$ cat src/pkg/becc_pkg.sv
package becc_pkg;

  // ==========================================================================
  // Register map.
  localparam logic [11:0] ADDR_LOW = 12'h0700;
  localparam logic [11:0] ADDR_HIGH = 12'h0740;
  localparam logic [11:0] ADDR_STATUS = 12'h0780;
  localparam logic [11:0] ADDR_MASK = 12'h0784;
  localparam logic [11:0] ADDR_CLEAR = 12'h0788;

  // ==========================================================================
  // Field positions of the high capture register.
  localparam int HI_ADDR_LSB = 0;
  localparam int HI_CMD_LSB = 3;
  localparam int HI_PAR_BIT = 6;
  localparam int HI_NODE_LSB = 7;
  localparam int HI_CONF_BIT = 15;
  localparam int HI_SHARED_BIT = 16;
  localparam int HI_DIRTY_BIT = 17;
  localparam int HI_BEAT_LSB = 18;

  // Bus error summary bits that lock capture.
  localparam int BE_UNCORR = 1;
  localparam int BE_CORR = 3;
  localparam int BE_CMDPAR = 5;
  localparam int BE_CSRPAR = 7;
  localparam int BE_NXADDR = 12;
  localparam logic [15:0] BE_LOCK_MASK = 16'h10AA;
  // Interface error summary bits that lock capture.
  localparam logic [15:0] IE_LOCK_MASK = 16'h047F;

  // Reset values.
  localparam logic [31:0] RST_ZERO = 32'h0000_0000;
  localparam logic [1:0] RST_EVT_MASK = 2'h0;

  // Interrupt status bits.
  localparam int EVT_LOCK = 0;
  localparam int EVT_MISS = 1;

  // Command codes.
  typedef enum logic [2:0] {
    CMD_READ = 3'b000,
    CMD_WRITE = 3'b001,
    CMD_RSVD2 = 3'b010,
    CMD_VICTIM = 3'b011,
    CMD_CSR_RD = 3'b100,
    CMD_CSR_WR = 3'b101,
    CMD_RSVD6 = 3'b110,
    CMD_PRIV = 3'b111
  } becc_cmd_t;

  // One sampled bus command cycle.
  typedef struct packed {
    logic [38:0] data;
    logic [3:0] req;
    logic confirm_line;
    logic shared_line;
    logic dirty_line;
  } becc_cycle_t;

  // Capture state.
  typedef enum logic [0:0] {
    ST_OPEN = 1'b0,
    ST_LOCKED = 1'b1
  } becc_state_t;

endpackage

$ cat src/core/becc_top.sv
// Contract
// RULE_01: On error, data lines 31..0 of the command cycle go to low register.
// RULE_02: Data lines 34..32 go to high register bits 2..0.
// RULE_03: Command lines, data 37..35, go to high register bits 5..3.
// RULE_04: Commands: 000 read,001 write,011 victim,100/101 CSR rd/wr,111 private.
// RULE_05: Parity bit, data line 38, goes to high register bit 6.
// RULE_06: Four request lines go to high register bits 10..7 as commander.
// RULE_07: High bit 15 records confirmation asserted for the captured command.
// RULE_08: High bit 17 records dirty asserted; may be omitted on I/O ports.
// RULE_09: High bit 16 records shared asserted; may be omitted on I/O ports.
// RULE_10: High bits 19..18 give which data beat 0..3 held the error.
// RULE_11: Lock on bus error bits 1, 3, 5, 7 and 12.
// RULE_12: Lock on interface error bits 10 and 6..0.
// RULE_13: Locked registers ignore cycles until flags clear; reserved bits read zero.
`timescale 1ns/1ps
module becc_top #(
  parameter bit HAS_COHERENCE = 1'b1
) (
  input wire logic aclk,
  input wire logic aresetn,
  input wire logic [38:0] bus_data,
  input wire logic [3:0] bus_req,
  input wire logic bus_confirm_line,
  input wire logic bus_shared_line,
  input wire logic bus_dirty_line,
  input wire logic bus_cmd_cycle,
  input wire logic [1:0] error_data_beat,
  input wire logic [15:0] bus_error_summary,
  input wire logic [15:0] interface_error_summary,
  input wire logic [11:0] s_awaddr,
  input wire logic s_awvalid,
  output logic s_awready,
  input wire logic [31:0] s_wdata,
  input wire logic [3:0] s_wstrb,
  input wire logic s_wvalid,
  output logic s_wready,
  output logic [1:0] s_bresp,
  output logic s_bvalid,
  input wire logic s_bready,
  input wire logic [11:0] s_araddr,
  input wire logic s_arvalid,
  output logic s_arready,
  output logic [31:0] s_rdata,
  output logic [1:0] s_rresp,
  output logic s_rvalid,
  input wire logic s_rready,
  output logic locked,
  output logic irq
);

  // ==========================================================================
  // Pin synchronisation.
  localparam int PW = 39 + 4 + 3 + 1 + 2;
  logic [PW-1:0] pins_raw, pins_s;
  becc_pkg::becc_cycle_t cyc;
  logic cmd_s;
  logic [1:0] beat_s;

  // All bus pins except the two error summaries cross two flops; the bench must hold them stable one cycle.
  assign pins_raw = {bus_data, bus_req, bus_confirm_line, bus_shared_line,
                     bus_dirty_line, bus_cmd_cycle, error_data_beat};

  becc_sync #(.WIDTH(PW)) u_sync (
    .aclk(aclk),
    .aresetn(aresetn),
    .d(pins_raw),
    .q(pins_s)
  );

  assign cyc = becc_pkg::becc_cycle_t'(pins_s[PW-1:3]);
  assign cmd_s = pins_s[2];
  assign beat_s = pins_s[1:0];

  // ==========================================================================
  // Register bus.
  logic wr_en, rd_en, rd_hit, wr_hit;
  logic [11:0] wr_addr, rd_addr;
  logic [31:0] wr_data, rd_data;

  becc_axil u_axil (
    .aclk(aclk),
    .aresetn(aresetn),
    .s_awaddr(s_awaddr),
    .s_awvalid(s_awvalid),
    .s_awready(s_awready),
    .s_wdata(s_wdata),
    .s_wstrb(s_wstrb),
    .s_wvalid(s_wvalid),
    .s_wready(s_wready),
    .s_bresp(s_bresp),
    .s_bvalid(s_bvalid),
    .s_bready(s_bready),
    .s_araddr(s_araddr),
    .s_arvalid(s_arvalid),
    .s_arready(s_arready),
    .s_rdata(s_rdata),
    .s_rresp(s_rresp),
    .s_rvalid(s_rvalid),
    .s_rready(s_rready),
    .wr_en(wr_en),
    .wr_addr(wr_addr),
    .wr_data(wr_data),
    .rd_en(rd_en),
    .rd_addr(rd_addr),
    .rd_data(rd_data),
    .rd_hit(rd_hit),
    .wr_hit(wr_hit)
  );

  // ==========================================================================
  // Lock condition.
  function automatic logic lock_cause(input logic [15:0] be, input logic [15:0] ie);
    lock_cause = |(be & becc_pkg::BE_LOCK_MASK) | |(ie & becc_pkg::IE_LOCK_MASK);
  endfunction

  // Any listed error in a command cycle triggers the capture.
  logic err_now;
  assign err_now = cmd_s &&
    lock_cause(bus_error_summary, interface_error_summary); // RULE_11 RULE_12

  // ==========================================================================
  // Capture state.
  becc_pkg::becc_state_t st_r, st_nxt;
  logic [31:0] low_r, low_nxt, high_r, high_nxt;
  logic clear_req, take;

  // Software releases the lock by writing one to bit 0 of the clear register,
  // which stands in for clearing the summary flags of the error registers.
  assign clear_req = wr_en && (wr_addr == becc_pkg::ADDR_CLEAR) && wr_data[0];

  always_comb begin
    st_nxt = st_r;
    low_nxt = low_r;
    high_nxt = high_r;
    take = 1'b0;
    case (st_r)
      becc_pkg::ST_OPEN: begin
        take = err_now;
      end
      becc_pkg::ST_LOCKED: begin
        // Further cycles are ignored; the clear reopens capture. An error in the
        // very cycle of the clear is taken at once, so the set wins over the clear.
        take = err_now && clear_req;
        if (clear_req) begin
          st_nxt = becc_pkg::ST_OPEN; // RULE_13
        end
      end
      default: st_nxt = becc_pkg::ST_OPEN;
    endcase
    if (take) begin
      st_nxt = becc_pkg::ST_LOCKED;
      low_nxt = cyc.data[31:0]; // RULE_01
      high_nxt = becc_pkg::RST_ZERO; // RULE_13
      high_nxt[becc_pkg::HI_ADDR_LSB +: 3] = cyc.data[34:32]; // RULE_02
      high_nxt[becc_pkg::HI_CMD_LSB +: 3] = cyc.data[37:35]; // RULE_03 RULE_04
      high_nxt[becc_pkg::HI_PAR_BIT] = cyc.data[38]; // RULE_05
      high_nxt[becc_pkg::HI_NODE_LSB +: 4] = cyc.req; // RULE_06
      high_nxt[becc_pkg::HI_CONF_BIT] = cyc.confirm_line; // RULE_07
      high_nxt[becc_pkg::HI_DIRTY_BIT] = HAS_COHERENCE & cyc.dirty_line; // RULE_08
      high_nxt[becc_pkg::HI_SHARED_BIT] = HAS_COHERENCE & cyc.shared_line; // RULE_09
      high_nxt[becc_pkg::HI_BEAT_LSB +: 2] = beat_s; // RULE_10
    end
  end

  always_ff @(posedge aclk) begin
    if (!aresetn) begin
      st_r <= becc_pkg::ST_OPEN;
      low_r <= becc_pkg::RST_ZERO;
      high_r <= becc_pkg::RST_ZERO;
    end else begin
      st_r <= st_nxt;
      low_r <= low_nxt;
      high_r <= high_nxt;
    end
  end

  assign locked = (st_r == becc_pkg::ST_LOCKED);

  // ==========================================================================
  // Interrupt status and mask.
  logic [1:0] sts_r, sts_nxt, msk_r, msk_nxt, evt;

  // Event 0 is a new lock, event 1 an error lost while already locked.
  assign evt[becc_pkg::EVT_LOCK] = take;
  assign evt[becc_pkg::EVT_MISS] = err_now && !take;

  // A set in the same cycle as a write-one-clear wins, so no event is lost.
  always_comb begin
    sts_nxt = sts_r;
    msk_nxt = msk_r;
    if (wr_en && wr_addr == becc_pkg::ADDR_STATUS) begin
      sts_nxt = sts_r & ~wr_data[1:0];
    end
    if (wr_en && wr_addr == becc_pkg::ADDR_MASK) begin
      msk_nxt = wr_data[1:0];
    end
    sts_nxt = sts_nxt | evt;
  end

  always_ff @(posedge aclk) begin
    if (!aresetn) begin
      sts_r <= 2'h0;
      msk_r <= becc_pkg::RST_EVT_MASK;
    end else begin
      sts_r <= sts_nxt;
      msk_r <= msk_nxt;
    end
  end

  assign irq = |(sts_r & msk_r);

  // ==========================================================================
  // Read decode; capture registers are read-only, writes to them error.
  always_comb begin
    rd_data = becc_pkg::RST_ZERO;
    rd_hit = 1'b1;
    case (rd_addr)
      becc_pkg::ADDR_LOW: rd_data = low_r;
      becc_pkg::ADDR_HIGH: rd_data = high_r; // RULE_13
      becc_pkg::ADDR_STATUS: rd_data = {30'h0000_0000, sts_r};
      becc_pkg::ADDR_MASK: rd_data = {30'h0000_0000, msk_r};
      becc_pkg::ADDR_CLEAR: rd_data = {31'h0000_0000, locked};
      default: rd_hit = 1'b0;
    endcase
  end

  assign wr_hit = (wr_addr == becc_pkg::ADDR_STATUS) ||
                  (wr_addr == becc_pkg::ADDR_MASK) ||
                  (wr_addr == becc_pkg::ADDR_CLEAR);

  // ==========================================================================
  // Checks.
  property p_capture_low;
    @(posedge aclk) disable iff (!aresetn)
      (err_now && !locked) |=> (low_r == $past(cyc.data[31:0]));
  endproperty
  a_capture_low: assert property (p_capture_low) // RULE_01
    else $error("low capture mismatch");

  property p_capture_addr_hi;
    @(posedge aclk) disable iff (!aresetn)
      (err_now && !locked) |=> (high_r[2:0] == $past(cyc.data[34:32]));
  endproperty
  a_capture_addr_hi: assert property (p_capture_addr_hi) // RULE_02
    else $error("high address capture mismatch");

  property p_capture_cmd;
    @(posedge aclk) disable iff (!aresetn)
      (err_now && !locked) |=> (high_r[6:3] == $past(cyc.data[38:35]));
  endproperty
  a_capture_cmd: assert property (p_capture_cmd) // RULE_03
    else $error("command or parity capture mismatch");

  property p_capture_node;
    @(posedge aclk) disable iff (!aresetn)
      (err_now && !locked) |=> (high_r[10:7] == $past(cyc.req)) &&
      (high_r[15] == $past(cyc.confirm_line));
  endproperty
  a_capture_node: assert property (p_capture_node) // RULE_06
    else $error("commander or confirm capture mismatch");

  property p_capture_beat;
    @(posedge aclk) disable iff (!aresetn)
      (err_now && !locked) |=> (high_r[19:18] == $past(beat_s));
  endproperty
  a_capture_beat: assert property (p_capture_beat) // RULE_10
    else $error("data beat capture mismatch");

  property p_lock_on_error;
    @(posedge aclk) disable iff (!aresetn)
      err_now |=> locked;
  endproperty
  a_lock_on_error: assert property (p_lock_on_error) // RULE_11
    else $error("error did not lock capture");

  property p_hold_while_locked;
    @(posedge aclk) disable iff (!aresetn)
      (locked && !clear_req) |=> locked && $stable(low_r) && $stable(high_r);
  endproperty
  a_hold_while_locked: assert property (p_hold_while_locked) // RULE_13
    else $error("locked capture changed");

  property p_reserved_zero;
    @(posedge aclk) disable iff (!aresetn)
      (high_r[31:20] == 12'h000) && (high_r[14:11] == 4'h0);
  endproperty
  a_reserved_zero: assert property (p_reserved_zero) // RULE_13
    else $error("reserved bits not zero");

  property p_no_lock_without_cause;
    @(posedge aclk) disable iff (!aresetn)
      (!locked && !err_now) |=> !locked;
  endproperty
  a_no_lock_without_cause: assert property (p_no_lock_without_cause) // RULE_12
    else $error("capture locked without cause");

endmodule

$ cat src/core/becc_sync.sv
`timescale 1ns/1ps
module becc_sync #(
  parameter int WIDTH = 1
) (
  input wire logic aclk,
  input wire logic aresetn,
  input wire logic [WIDTH-1:0] d,
  output logic [WIDTH-1:0] q
);

  logic [WIDTH-1:0] meta_r;
  logic [WIDTH-1:0] q_r;

  // Two stage synchroniser; only the second stage is visible.
  always_ff @(posedge aclk) begin
    if (!aresetn) begin
      meta_r <= '0;
      q_r <= '0;
    end else begin
      meta_r <= d;
      q_r <= meta_r;
    end
  end

  assign q = q_r;

endmodule

$ cat src/core/becc_axil.sv
`timescale 1ns/1ps
module becc_axil (
  input wire logic aclk,
  input wire logic aresetn,
  input wire logic [11:0] s_awaddr,
  input wire logic s_awvalid,
  output logic s_awready,
  input wire logic [31:0] s_wdata,
  input wire logic [3:0] s_wstrb,
  input wire logic s_wvalid,
  output logic s_wready,
  output logic [1:0] s_bresp,
  output logic s_bvalid,
  input wire logic s_bready,
  input wire logic [11:0] s_araddr,
  input wire logic s_arvalid,
  output logic s_arready,
  output logic [31:0] s_rdata,
  output logic [1:0] s_rresp,
  output logic s_rvalid,
  input wire logic s_rready,
  output logic wr_en,
  output logic [11:0] wr_addr,
  output logic [31:0] wr_data,
  output logic rd_en,
  output logic [11:0] rd_addr,
  input wire logic [31:0] rd_data,
  input wire logic rd_hit,
  input wire logic wr_hit
);

  logic aw_r, aw_nxt, w_r, w_nxt, b_r, b_nxt, r_r, r_nxt;
  logic [11:0] awa_r, awa_nxt;
  logic [31:0] wd_r, wd_nxt, rd_r, rd_nxt;
  logic [1:0] br_r, br_nxt, rr_r, rr_nxt;

  // Address and data are held separately so either may arrive first.
  always_comb begin
    aw_nxt = aw_r;
    w_nxt = w_r;
    awa_nxt = awa_r;
    wd_nxt = wd_r;
    b_nxt = b_r;
    br_nxt = br_r;
    r_nxt = r_r;
    rr_nxt = rr_r;
    rd_nxt = rd_r;
    if (s_awvalid && s_awready) begin
      aw_nxt = 1'b1;
      awa_nxt = s_awaddr;
    end
    if (s_wvalid && s_wready) begin
      w_nxt = 1'b1;
      wd_nxt = s_wdata;
    end
    if (wr_en) begin
      aw_nxt = 1'b0;
      w_nxt = 1'b0;
      b_nxt = 1'b1;
      br_nxt = wr_hit ? 2'b00 : 2'b10;
    end else if (s_bvalid && s_bready) begin
      b_nxt = 1'b0;
    end
    if (rd_en) begin
      r_nxt = 1'b1;
      rd_nxt = rd_data;
      rr_nxt = rd_hit ? 2'b00 : 2'b10;
    end else if (s_rvalid && s_rready) begin
      r_nxt = 1'b0;
    end
  end

  always_ff @(posedge aclk) begin
    if (!aresetn) begin
      aw_r <= 1'b0;
      w_r <= 1'b0;
      b_r <= 1'b0;
      r_r <= 1'b0;
      awa_r <= '0;
      wd_r <= '0;
      rd_r <= '0;
      br_r <= '0;
      rr_r <= '0;
    end else begin
      aw_r <= aw_nxt;
      w_r <= w_nxt;
      b_r <= b_nxt;
      r_r <= r_nxt;
      awa_r <= awa_nxt;
      wd_r <= wd_nxt;
      rd_r <= rd_nxt;
      br_r <= br_nxt;
      rr_r <= rr_nxt;
    end
  end

  // Byte strobes are ignored: every writable bit is a whole-word action.
  assign s_awready = !aw_r && !b_r;
  assign s_wready = !w_r && !b_r;
  assign wr_en = aw_r && w_r && !b_r;
  assign wr_addr = awa_r;
  assign wr_data = wd_r;
  assign s_bvalid = b_r;
  assign s_bresp = br_r;
  assign s_arready = !r_r;
  assign rd_en = s_arvalid && !r_r;
  assign rd_addr = s_araddr;
  assign s_rvalid = r_r;
  assign s_rdata = rd_r;
  assign s_rresp = rr_r;

endmodule

$ cat config.mk
export PLATFORM = sky130hd
export DESIGN_NAME = becc_top
export DESIGN_NICKNAME = d
export VERILOG_FILES = /design/src/pkg/becc_pkg.sv /design/src/core/becc_top.sv /design/src/core/becc_sync.sv /design/src/core/becc_axil.sv
export SDC_FILE = /design/constraint.sdc
export NUM_CORES = 1
export LEC_CHECK = 0
export BUFFER_PORTS_ARGS = -buffer_cell sky130_fd_sc_hd__buf_4
export CORE_ASPECT_RATIO = 1.1
export CORE_MARGIN = 2
export CORE_UTILIZATION = 35
export CTS_BUF_LIST = sky130_fd_sc_hd__clkbuf_4
export DETAILED_ROUTE_END_ITERATION = 6
export SYNTH_ARGS = -nofsm -noshare
export SYNTH_HDL_FRONTEND = slang
export SYNTH_SLANG_ARGS = --single-unit
$ cat constraint.sdc
create_clock -name aclk -period 1.6 [get_ports aclk]
set_input_delay 0.24 -clock aclk [delete_from_list [all_inputs] [get_ports aclk]]
set_output_delay 0.24 -clock aclk [all_outputs]
set_load 0.02 [all_outputs]
## Word level (Yosys, flattened, before mapping)

Index checks and enable logic that the tools add are counted.

- Eq/ne operators: 8
- Muxes and demuxes: 13
- Bitwise operators: 7
- Reductions and logical operators: 30

Operator list:

| operator | count |
|---|---|
| $pmux 32 s5 | 1 |
| $eq 12x11->1 const B | 8 |
| $logic_and 1x1->1 | 16 |
| $reduce_or 5->1 | 2 |
| $mux 1 | 8 |
| $reduce_or 8->1 | 1 |
| $mux 2 | 3 |
| $logic_not 1->1 | 5 |
| $and 2x2->2 | 2 |
| $reduce_bool 2->1 | 2 |
| $reduce_or 2->1 | 2 |
| $logic_or 1x1->1 | 2 |
| $not 1->1 | 2 |
| $not 2->2 | 1 |
| $or 2x2->2 | 1 |
| $pmux 1 s2 | 1 |
| $or 1x1->1 | 1 |

- Flip-flop bits (word level): 205
- Bits of input ports: 148
- Output and inout bits: 43
- Logic and storage cells: 74

## Longest topological paths before layout

Gate-level depths: netlist (run 1).

- Word-level depth: 9
- Depth in mapped cells: 6
- Depth with buffers taken out: 4

## Hierarchy

From an unflattened synthesis (run 1), not the netlist that was laid out.

- Cells, all modules: 887
- Area, all modules: 8,459.4 µm²

By module, submodules not included:

| module | instances | cells each | area each (µm²) | seq. area each (µm²) |
|---|---|---|---|---|
| becc_axil | 1 | 378 | 3,205.6 | 1,641.6 |
| becc_sync | 1 | 206 | 2,640.0 | 1,961.9 |
| becc_top | 1 | 303 | 2,613.8 | 1,061.0 |

## Least setup slack after synthesis (run 1)

Ideal clock, no wire load.

- Kind: reg2reg
- Start: reg u_axil.b_r (netlist: u_axil.s_bvalid)
- End: reg high_r[10]
- Arrival: 1.721 ns
- Data required time: 1.528 ns
- Slack: -0.193 ns
- Cell stages (with the launch flop): 7
- Buffers on the path: 2
- Period minus slack after synthesis: 1.793 ns
- Cell sequence: dfxtp_1 > and3b_1 > nand4_1 > a211oi_2 > buf_6 > buf_6 > mux2i_1

- Cells in the longest elaborated chain, start to end: 6

RTL lines:

| element | RTL line | source |
|---|---|---|
| start: declaration | becc_axil.sv:32 | `logic aw_r, aw_nxt, w_r, w_nxt, b_r, b_nxt, r_r, r_nxt;` |
| start signal: assignment | becc_axil.sv:87 | `b_r <= b_nxt;` |
| $logic_not 1->1 | becc_axil.sv:100 | `assign wr_en = aw_r && w_r && !b_r;` |
| $logic_and 1x1->1 | becc_axil.sv:100 |  |
| $logic_and 1x1->1 (2 in series) | becc_top.sv:129 | `assign clear_req = wr_en && (wr_addr == becc_pkg::ADDR_CLEAR) && wr_data[0];` |
| $logic_and 1x1->1 | becc_top.sv:143 | `take = err_now && clear_req;` |
| $pmux 1 s2 | becc_top.sv:136 | `case (st_r)` |
| end signal: assignment | becc_top.sv:169 | `high_r <= becc_pkg::RST_ZERO;` |
| end signal: assignment | becc_top.sv:173 | `high_r <= high_nxt;` |
| end: declaration | becc_top.sv:124 | `logic [31:0] low_r, low_nxt, high_r, high_nxt;` |

No other way between the ends.
A chain may end at the register's enable or synchronous reset.

## Worst setup path after layout (run 1)

- Start: reg u_axil.awa_r[0] (netlist: u_axil.wr_addr[0])
- End: reg high_r[3]

- Cells in the longest elaborated chain, start to end: 5

RTL lines:

| element | RTL line | source |
|---|---|---|
| start: declaration | becc_axil.sv:33 | `logic [11:0] awa_r, awa_nxt;` |
| start signal: assignment | becc_axil.sv:89 | `awa_r <= awa_nxt;` |
| $eq 12x11->1 | becc_top.sv:129 |  |
| $logic_and 1x1->1 (2 in series) | becc_top.sv:129 |  |
| $logic_and 1x1->1 | becc_top.sv:143 |  |
| $pmux 1 s2 | becc_top.sv:136 |  |

No other way between the ends.

==> results_dict.tcl, run 1 <==
set metrics [dict create \
    outcome "complete, but fails checks" \
    failed_checks "negative setup slack" \
    synth_edf_count 0 \
    async_flop_share 0 \
    critPathLaunchType "register" \
    die_h_um 151 \
    wirelength_mm 15.4 \
    synth_cells 704 \
    hpwl_mm 9.75 \
    die_x_um 138 \
    start_util 0.359 \
    synthTopCellsByArea "dfxtp_1 (59%), and2_1 (9.0%), nand2_1 (8.7%), mux2i_1 (7.4%), a21oi_1 (2.6%)" \
    syn_avg_cell_area_um2 9.79 \
    grt_pass1_vias 5321 \
    met1_length_mm 7.18 \
    min_path_type "input port to register" \
    wire_per_inst_um 12.5 \
    cp_data_arrival_time_ns 2.34 \
    wl_met3_um 934 \
    hold_viol 0 \
    grt_pass1_wl_mm 24.7 \
    timing.hold.ws_ns 0.122 \
    drv_cap 0 \
    dp.cells 1071 \
    final_common_cell "dfxtp_1" \
    p_total_w 0.0102 \
    clock_latency_ns 0.65 \
    core-area_mm2 0.0192 \
    fmax_mhz 554 \
    gp_congestion 0.778 \
    clockBufferDepth 3 \
    antenna_found_initial 1 \
    grt_usage 0.149 \
    cp.required_ns 2.14 \
    finalSetupViolations 49 \
    area_delta_synth_final_pct 41.3 \
    fin_ws_ns -0.206 \
    powerDensity_mw_per_mm2 1050 \
    io_pins 191 \
    stdcell_count 1235 \
    synthDistinctLibCells 44 \
    ir_drop_mv 0.485 \
    clock_sinks 203 \
    ys_ff_latch 203 \
    worstMarginPinSlew_ns 0.631 \
    viasPerCell 4.40 \
    routed.top_layer "met4" \
    wl_met2_mm 7.05 \
    synthFlopType "dfxtp_1" \
    skew_ns 0.0485 \
    tritoncts "built" \
    ys_seq_area_frac 0.589 \
    relSlewSlack 0.578 \
    path_clk_slew_ns 0.06 \
    worst_path_largest_cell_delay_ns 0.33 \
    maxSlewViolCount 0 \
    layout_common_cells "dfxtp_1 (197), nand2_1 (159), buf_4 (153)" \
    ant_nets 0 \
    drive_above_1_share 0.264 \
    rsz0062_at_grt "true" \
    overflow 0 \
    rows 53 \
    drtIter0Drc 140 \
    cp_max_fo 17 \
    end_kind "register" \
    dp_slack_ns -0.246 \
    htreeDepth 2 \
    yosys_warnings 0 \
    vias 5429 \
    die_area_mm2 0.0208 \
    post-route-period-util 1.13 \
    drtPass1Iterations 4 \
    port_buffers 135 \
    fin_area_mm2 0.00974 \
    place_area_mm2 0.00830 \
    path_class "register to register" \
    syn_area_mm2 0.00690 \
    yosysTopAreaCellShare 0.589 \
    drc 0 \
    netlist.top_cell.by_area "dfxtp_1" \
    leakagePower_nw 3.93 \
    clockRootBuffer "clkbuf_4" \
    nNetsFinal 1098 \
    cts_buffers 51 \
    finalCriticalPeriod_ns 1.81 \
    path_cells "nor4_4 > nand4_1 > a211oi_4 > buf_6 > buf_12 > mux2i_1" \
    cp_slowest_cell "dfxtp_2" \
    grt_max_degree 113 \
]
-- repair_timing --
item / in CTS / in global routing
gates resized for setup: 13 / 9
setup endpoints to repair: 53 / 54
cloned: 1 / 0
buffers inserted: 2 / 0
pin swaps: 3 / 3
hold buffers: 70 / 0
hold endpoints to repair: 69 / 0
-- synth_stat cells, types with 3 or more instances --
master,n
nor2b_1,6
and2_1,99
o21ai_0,6
clkbuf_1,31
a22oi_1,15
nor3_1,3
buf_2,3
buf_4,6
nand2_1,159
o21ai_1,15
dfxtp_1,203
nand3_1,19
nor2_1,12
inv_1,6
a21oi_1,36
mux2i_1,51
-- final timing paths --
path | from | endpoint | slack (ns) | cells after the start
max | u_axil.wr_addr[0]$_SDFFE_PN0P_ | high_r[3]$_SDFFE_PN0P_ | -0.21 | 6
min | s_araddr[7] | u_axil.s_rdata[1]$_SDFFE_PN0P_ | 0.12 | 4
max reg2reg | u_axil.wr_addr[0]$_SDFFE_PN0P_ | high_r[3]$_SDFFE_PN0P_ | -0.21 | 6
min reg2reg | u_sync.meta_r[45]$_SDFF_PN0_ | u_sync.q[45]$_SDFF_PN0_ | 0.41 | 1
-- registers in the layout, summed over array words and instances, names as in the netlist --
register	flops
u_sync.meta_r	49
u_sync.q	49
low_r	32
u_axil.s_rdata	32
high_r	16
u_axil.wr_addr	12
msk_r	2
sts_r	2
u_axil.wr_data	2
locked	1
u_axil.aw_r	1
u_axil.s_bresp	1
u_axil.s_bvalid	1
u_axil.s_rresp	1
u_axil.s_rvalid	1
u_axil.w_r	1
-- worst max-delay path, delay by kind of cell (launching register included) --
kind,cells,cell delay (ns)
mux,1,0.18
simple gates,2,0.51
flops,1,0.33
buf+inv,2,0.39
compound gates,1,0.29
-- power by group --
group | switching (W) | internal (W) | leakage [nW] | total [W]
clock network | 0.00196 | 0.00210 | 0.365 | 0.00407
logic | 0.000376 | 0.000492 | 1.90 | 0.000868
registers | 0.0000600 | 0.00522 | 1.66 | 0.00528
total | 0.00240 | 0.00782 | 3.93 | 0.0102
-- routing by layer --
| layer | GRT usage | vias to the layer above |
|---|---|---|
| met4 | 0.0592 | 0 |
| met5 | 0 | - |
| met3 | 0.0378 | 24 |
| li1 | - | 2838 |
| met2 | 0.244 | 150 |
| met1 | 0.187 | 2417 |
-- per-stage QoR --
step / TNS [ns] / utilization
finish: -7.55 / 0.507
global route: -13.08 / 0.507
CTS: -7.83 / 0.505
detailed placement: -15.63 / 0.432
global placement: -15.49 / 0.432
floorplan: -0.796 / -
-- cells by family (layout without fill, tap and decap cells) --
family | after synthesis | after routing | share of synthesized area
compound gates | 85 | 85 | 0.0739
buf+inv | 50 | 332 | 0.0332
flops | 203 | 203 | 0.589
mux | 52 | 52 | 0.0757
other cells | 1 | 3 | 0.000544
simple gates | 313 | 313 | 0.227
-- final cells by class --
type / instances / area (um2)
fill: 1798 / 9490
sequential: 203 / 4070
multi-input combinational: 452 / 2650
timing repair buffer: 236 / 2060
clock buffer: 73 / 548
tap: 247 / 309
clock inverter: 17 / 77.6
inverter: 6 / 22.5
antenna: 1 / 2.50
(Power assumes the default switching activity.)
==> run 2, diff against run 1 <==
--- a/config.mk
+++ b/config.mk
@@ -9,7 +9,6 @@
 export CORE_ASPECT_RATIO = 1.1
 export CORE_MARGIN = 2
 export CORE_UTILIZATION = 35
-export CTS_BUF_LIST = sky130_fd_sc_hd__clkbuf_4
 export DETAILED_ROUTE_END_ITERATION = 6
 export SYNTH_ARGS = -nofsm -noshare
 export SYNTH_HDL_FRONTEND = slang
==> results_dict.tcl, run 2 (synthesis results as in run 1) <==
set metrics [dict create \
    overflow 0 \
    start_util 0.359 \
    grt_pass1_wl_mm 24.2 \
    critPathLaunchType "register" \
    viasPerCell 4.45 \
    drtIter0Drc 197 \
    failed_checks "negative setup slack" \
    post-route-period-util 1.12 \
    leakagePower_nw 3.95 \
    maxSlewViolCount 0 \
    drv_cap 0 \
    ant_nets 0 \
    finalSetupViolations 49 \
    clockBufferDepth 3 \
    core-area_mm2 0.0192 \
    skew_ns 0.0210 \
    drtPass1Iterations 4 \
    wirelength_mm 15.1 \
    min_path_type "input port to register" \
    area_delta_synth_final_pct 43.3 \
    layout_common_cells "dfxtp_1 (201), nand2_1 (159), buf_4 (157)" \
    grt_max_degree 113 \
    cp_data_arrival_time_ns 2.21 \
    die_area_mm2 0.0208 \
    clockRootBuffer "clkbuf_16" \
    path_class "register to register" \
    rows 53 \
    dp_slack_ns -0.246 \
    tritoncts "built" \
    cp.required_ns 2.02 \
    timing.hold.ws_ns 0.0184 \
    die_x_um 138 \
    worstMarginPinSlew_ns 0.634 \
    hold_viol 0 \
    clock_sinks 203 \
    fin_ws_ns -0.193 \
    diodes 0 \
    io_pins 191 \
    die_h_um 151 \
    outcome "complete, but fails checks" \
    grt_pass1_vias 4979 \
    path_clk_slew_ns 0.06 \
    final_common_cell "dfxtp_1" \
    vias 5224 \
    cts_buffers 22 \
    powerDensity_mw_per_mm2 1240 \
    rsz0062_at_grt "true" \
    end_kind "register" \
    nNetsFinal 1059 \
    drive_above_1_share 0.233 \
    drc 0 \
    gp_congestion 0.778 \
    finalCriticalPeriod_ns 1.79 \
    clock_latency_ns 0.50 \
    fmax_mhz 558 \
    relSlewSlack 0.577 \
    fillers 1741 \
    htreeDepth 1 \
    cp_max_fo 17 \
    antenna_found_initial 0 \
    grt_usage 0.144 \
    port_buffers 135 \
    ir_drop_mv 0.743 \
    hpwl_mm 9.75 \
    wire_per_inst_um 12.9 \
]
## run 2: changes by cell type in the layout (fill, tap and decap cells not counted), sizes merged, moves of 2 or more
cell         previous run  this run
buf                   166       164
bufinv                  0         8
clkbuf                 73        26
clkinv                 14         6
clkinvlp                2         0
dlygate4sd3            70        62
## run 2: layer usage
metal | track usage | vias to the layer above | routed length (um)
met2 | 0.233 | 134 | 6690
li1 | - | 2727 | -
met3 | 0.0231 | 15 | 735
met4 | 0.0378 | 0 | 197
met1 | 0.200 | 2348 | 7490
met5 | 0 | - | 0
## run 2: what timing repair did
action,4_1_cts,5_1_grt
cloned,1,0
endpoints found under the setup margin,50,51
endpoints found under the hold margin,62,0
pin swaps,1,2
setup buffers,0,0
gates resized for setup,5,3
hold buffers,62,0
## run 2: stage by stage
stage | setup TNS, ns | cells | instance area [um2] | utilization | power (W)
global route | -12.66 | 1174 | 9880 | 0.514 | 0.0127
global placement | -15.49 | 1071 | 8300 | 0.432 | 0.00609
floorplan | -0.796 | 705 | 6920 | - | 0.00575
detailed placement | -15.63 | 1071 | 8300 | 0.432 | 0.00609
finish | -7.35 | 1174 | 9880 | 0.514 | 0.0122
CTS | -7.86 | 1174 | 9870 | 0.513 | 0.0123
## run 2: worst paths after layout
kind,from,to,slack (ns),cells past startpoint
worst max-delay path,u_axil.wr_addr[0]$_SDFFE_PN0P_,low_r[24]$_SDFFE_PN0P_,-0.19,6
worst min-delay path,s_awaddr[1],u_axil.wr_addr[1]$_SDFFE_PN0P_,0.02,3
worst max register to register,u_axil.wr_addr[0]$_SDFFE_PN0P_,low_r[24]$_SDFFE_PN0P_,-0.19,6
worst min register to register,u_sync.meta_r[45]$_SDFF_PN0_,u_sync.q[45]$_SDFF_PN0_,0.43,1
## run 2: where the power goes
part           switching (W)  leakage (nW)  internal (W)
clock network        0.00204         0.445       0.00406
logic               0.000365          1.85      0.000462
registers          0.0000595          1.66       0.00522
## run 2: worst max-delay path: stages (launching register included)
cell      delay, ns
dfxtp_2        0.33
nor4_4         0.28
nand4_1        0.24
a211oi_4       0.30
buf_6          0.19
buf_12         0.19
mux2i_1        0.19
## run 2: layout make-up
type / count / area, um2 / area share
clock buffers: 26 / 617 / 0.0624
clock inverters: 14 / 289 / 0.0292
inverters: 6 / 22.5 / 0.00228
multi-input cells: 452 / 2640 / 0.267
flip-flops and latches: 203 / 4070 / 0.412
well taps: 247 / 309 / 0.0313
repair buffers: 226 / 1940 / 0.196
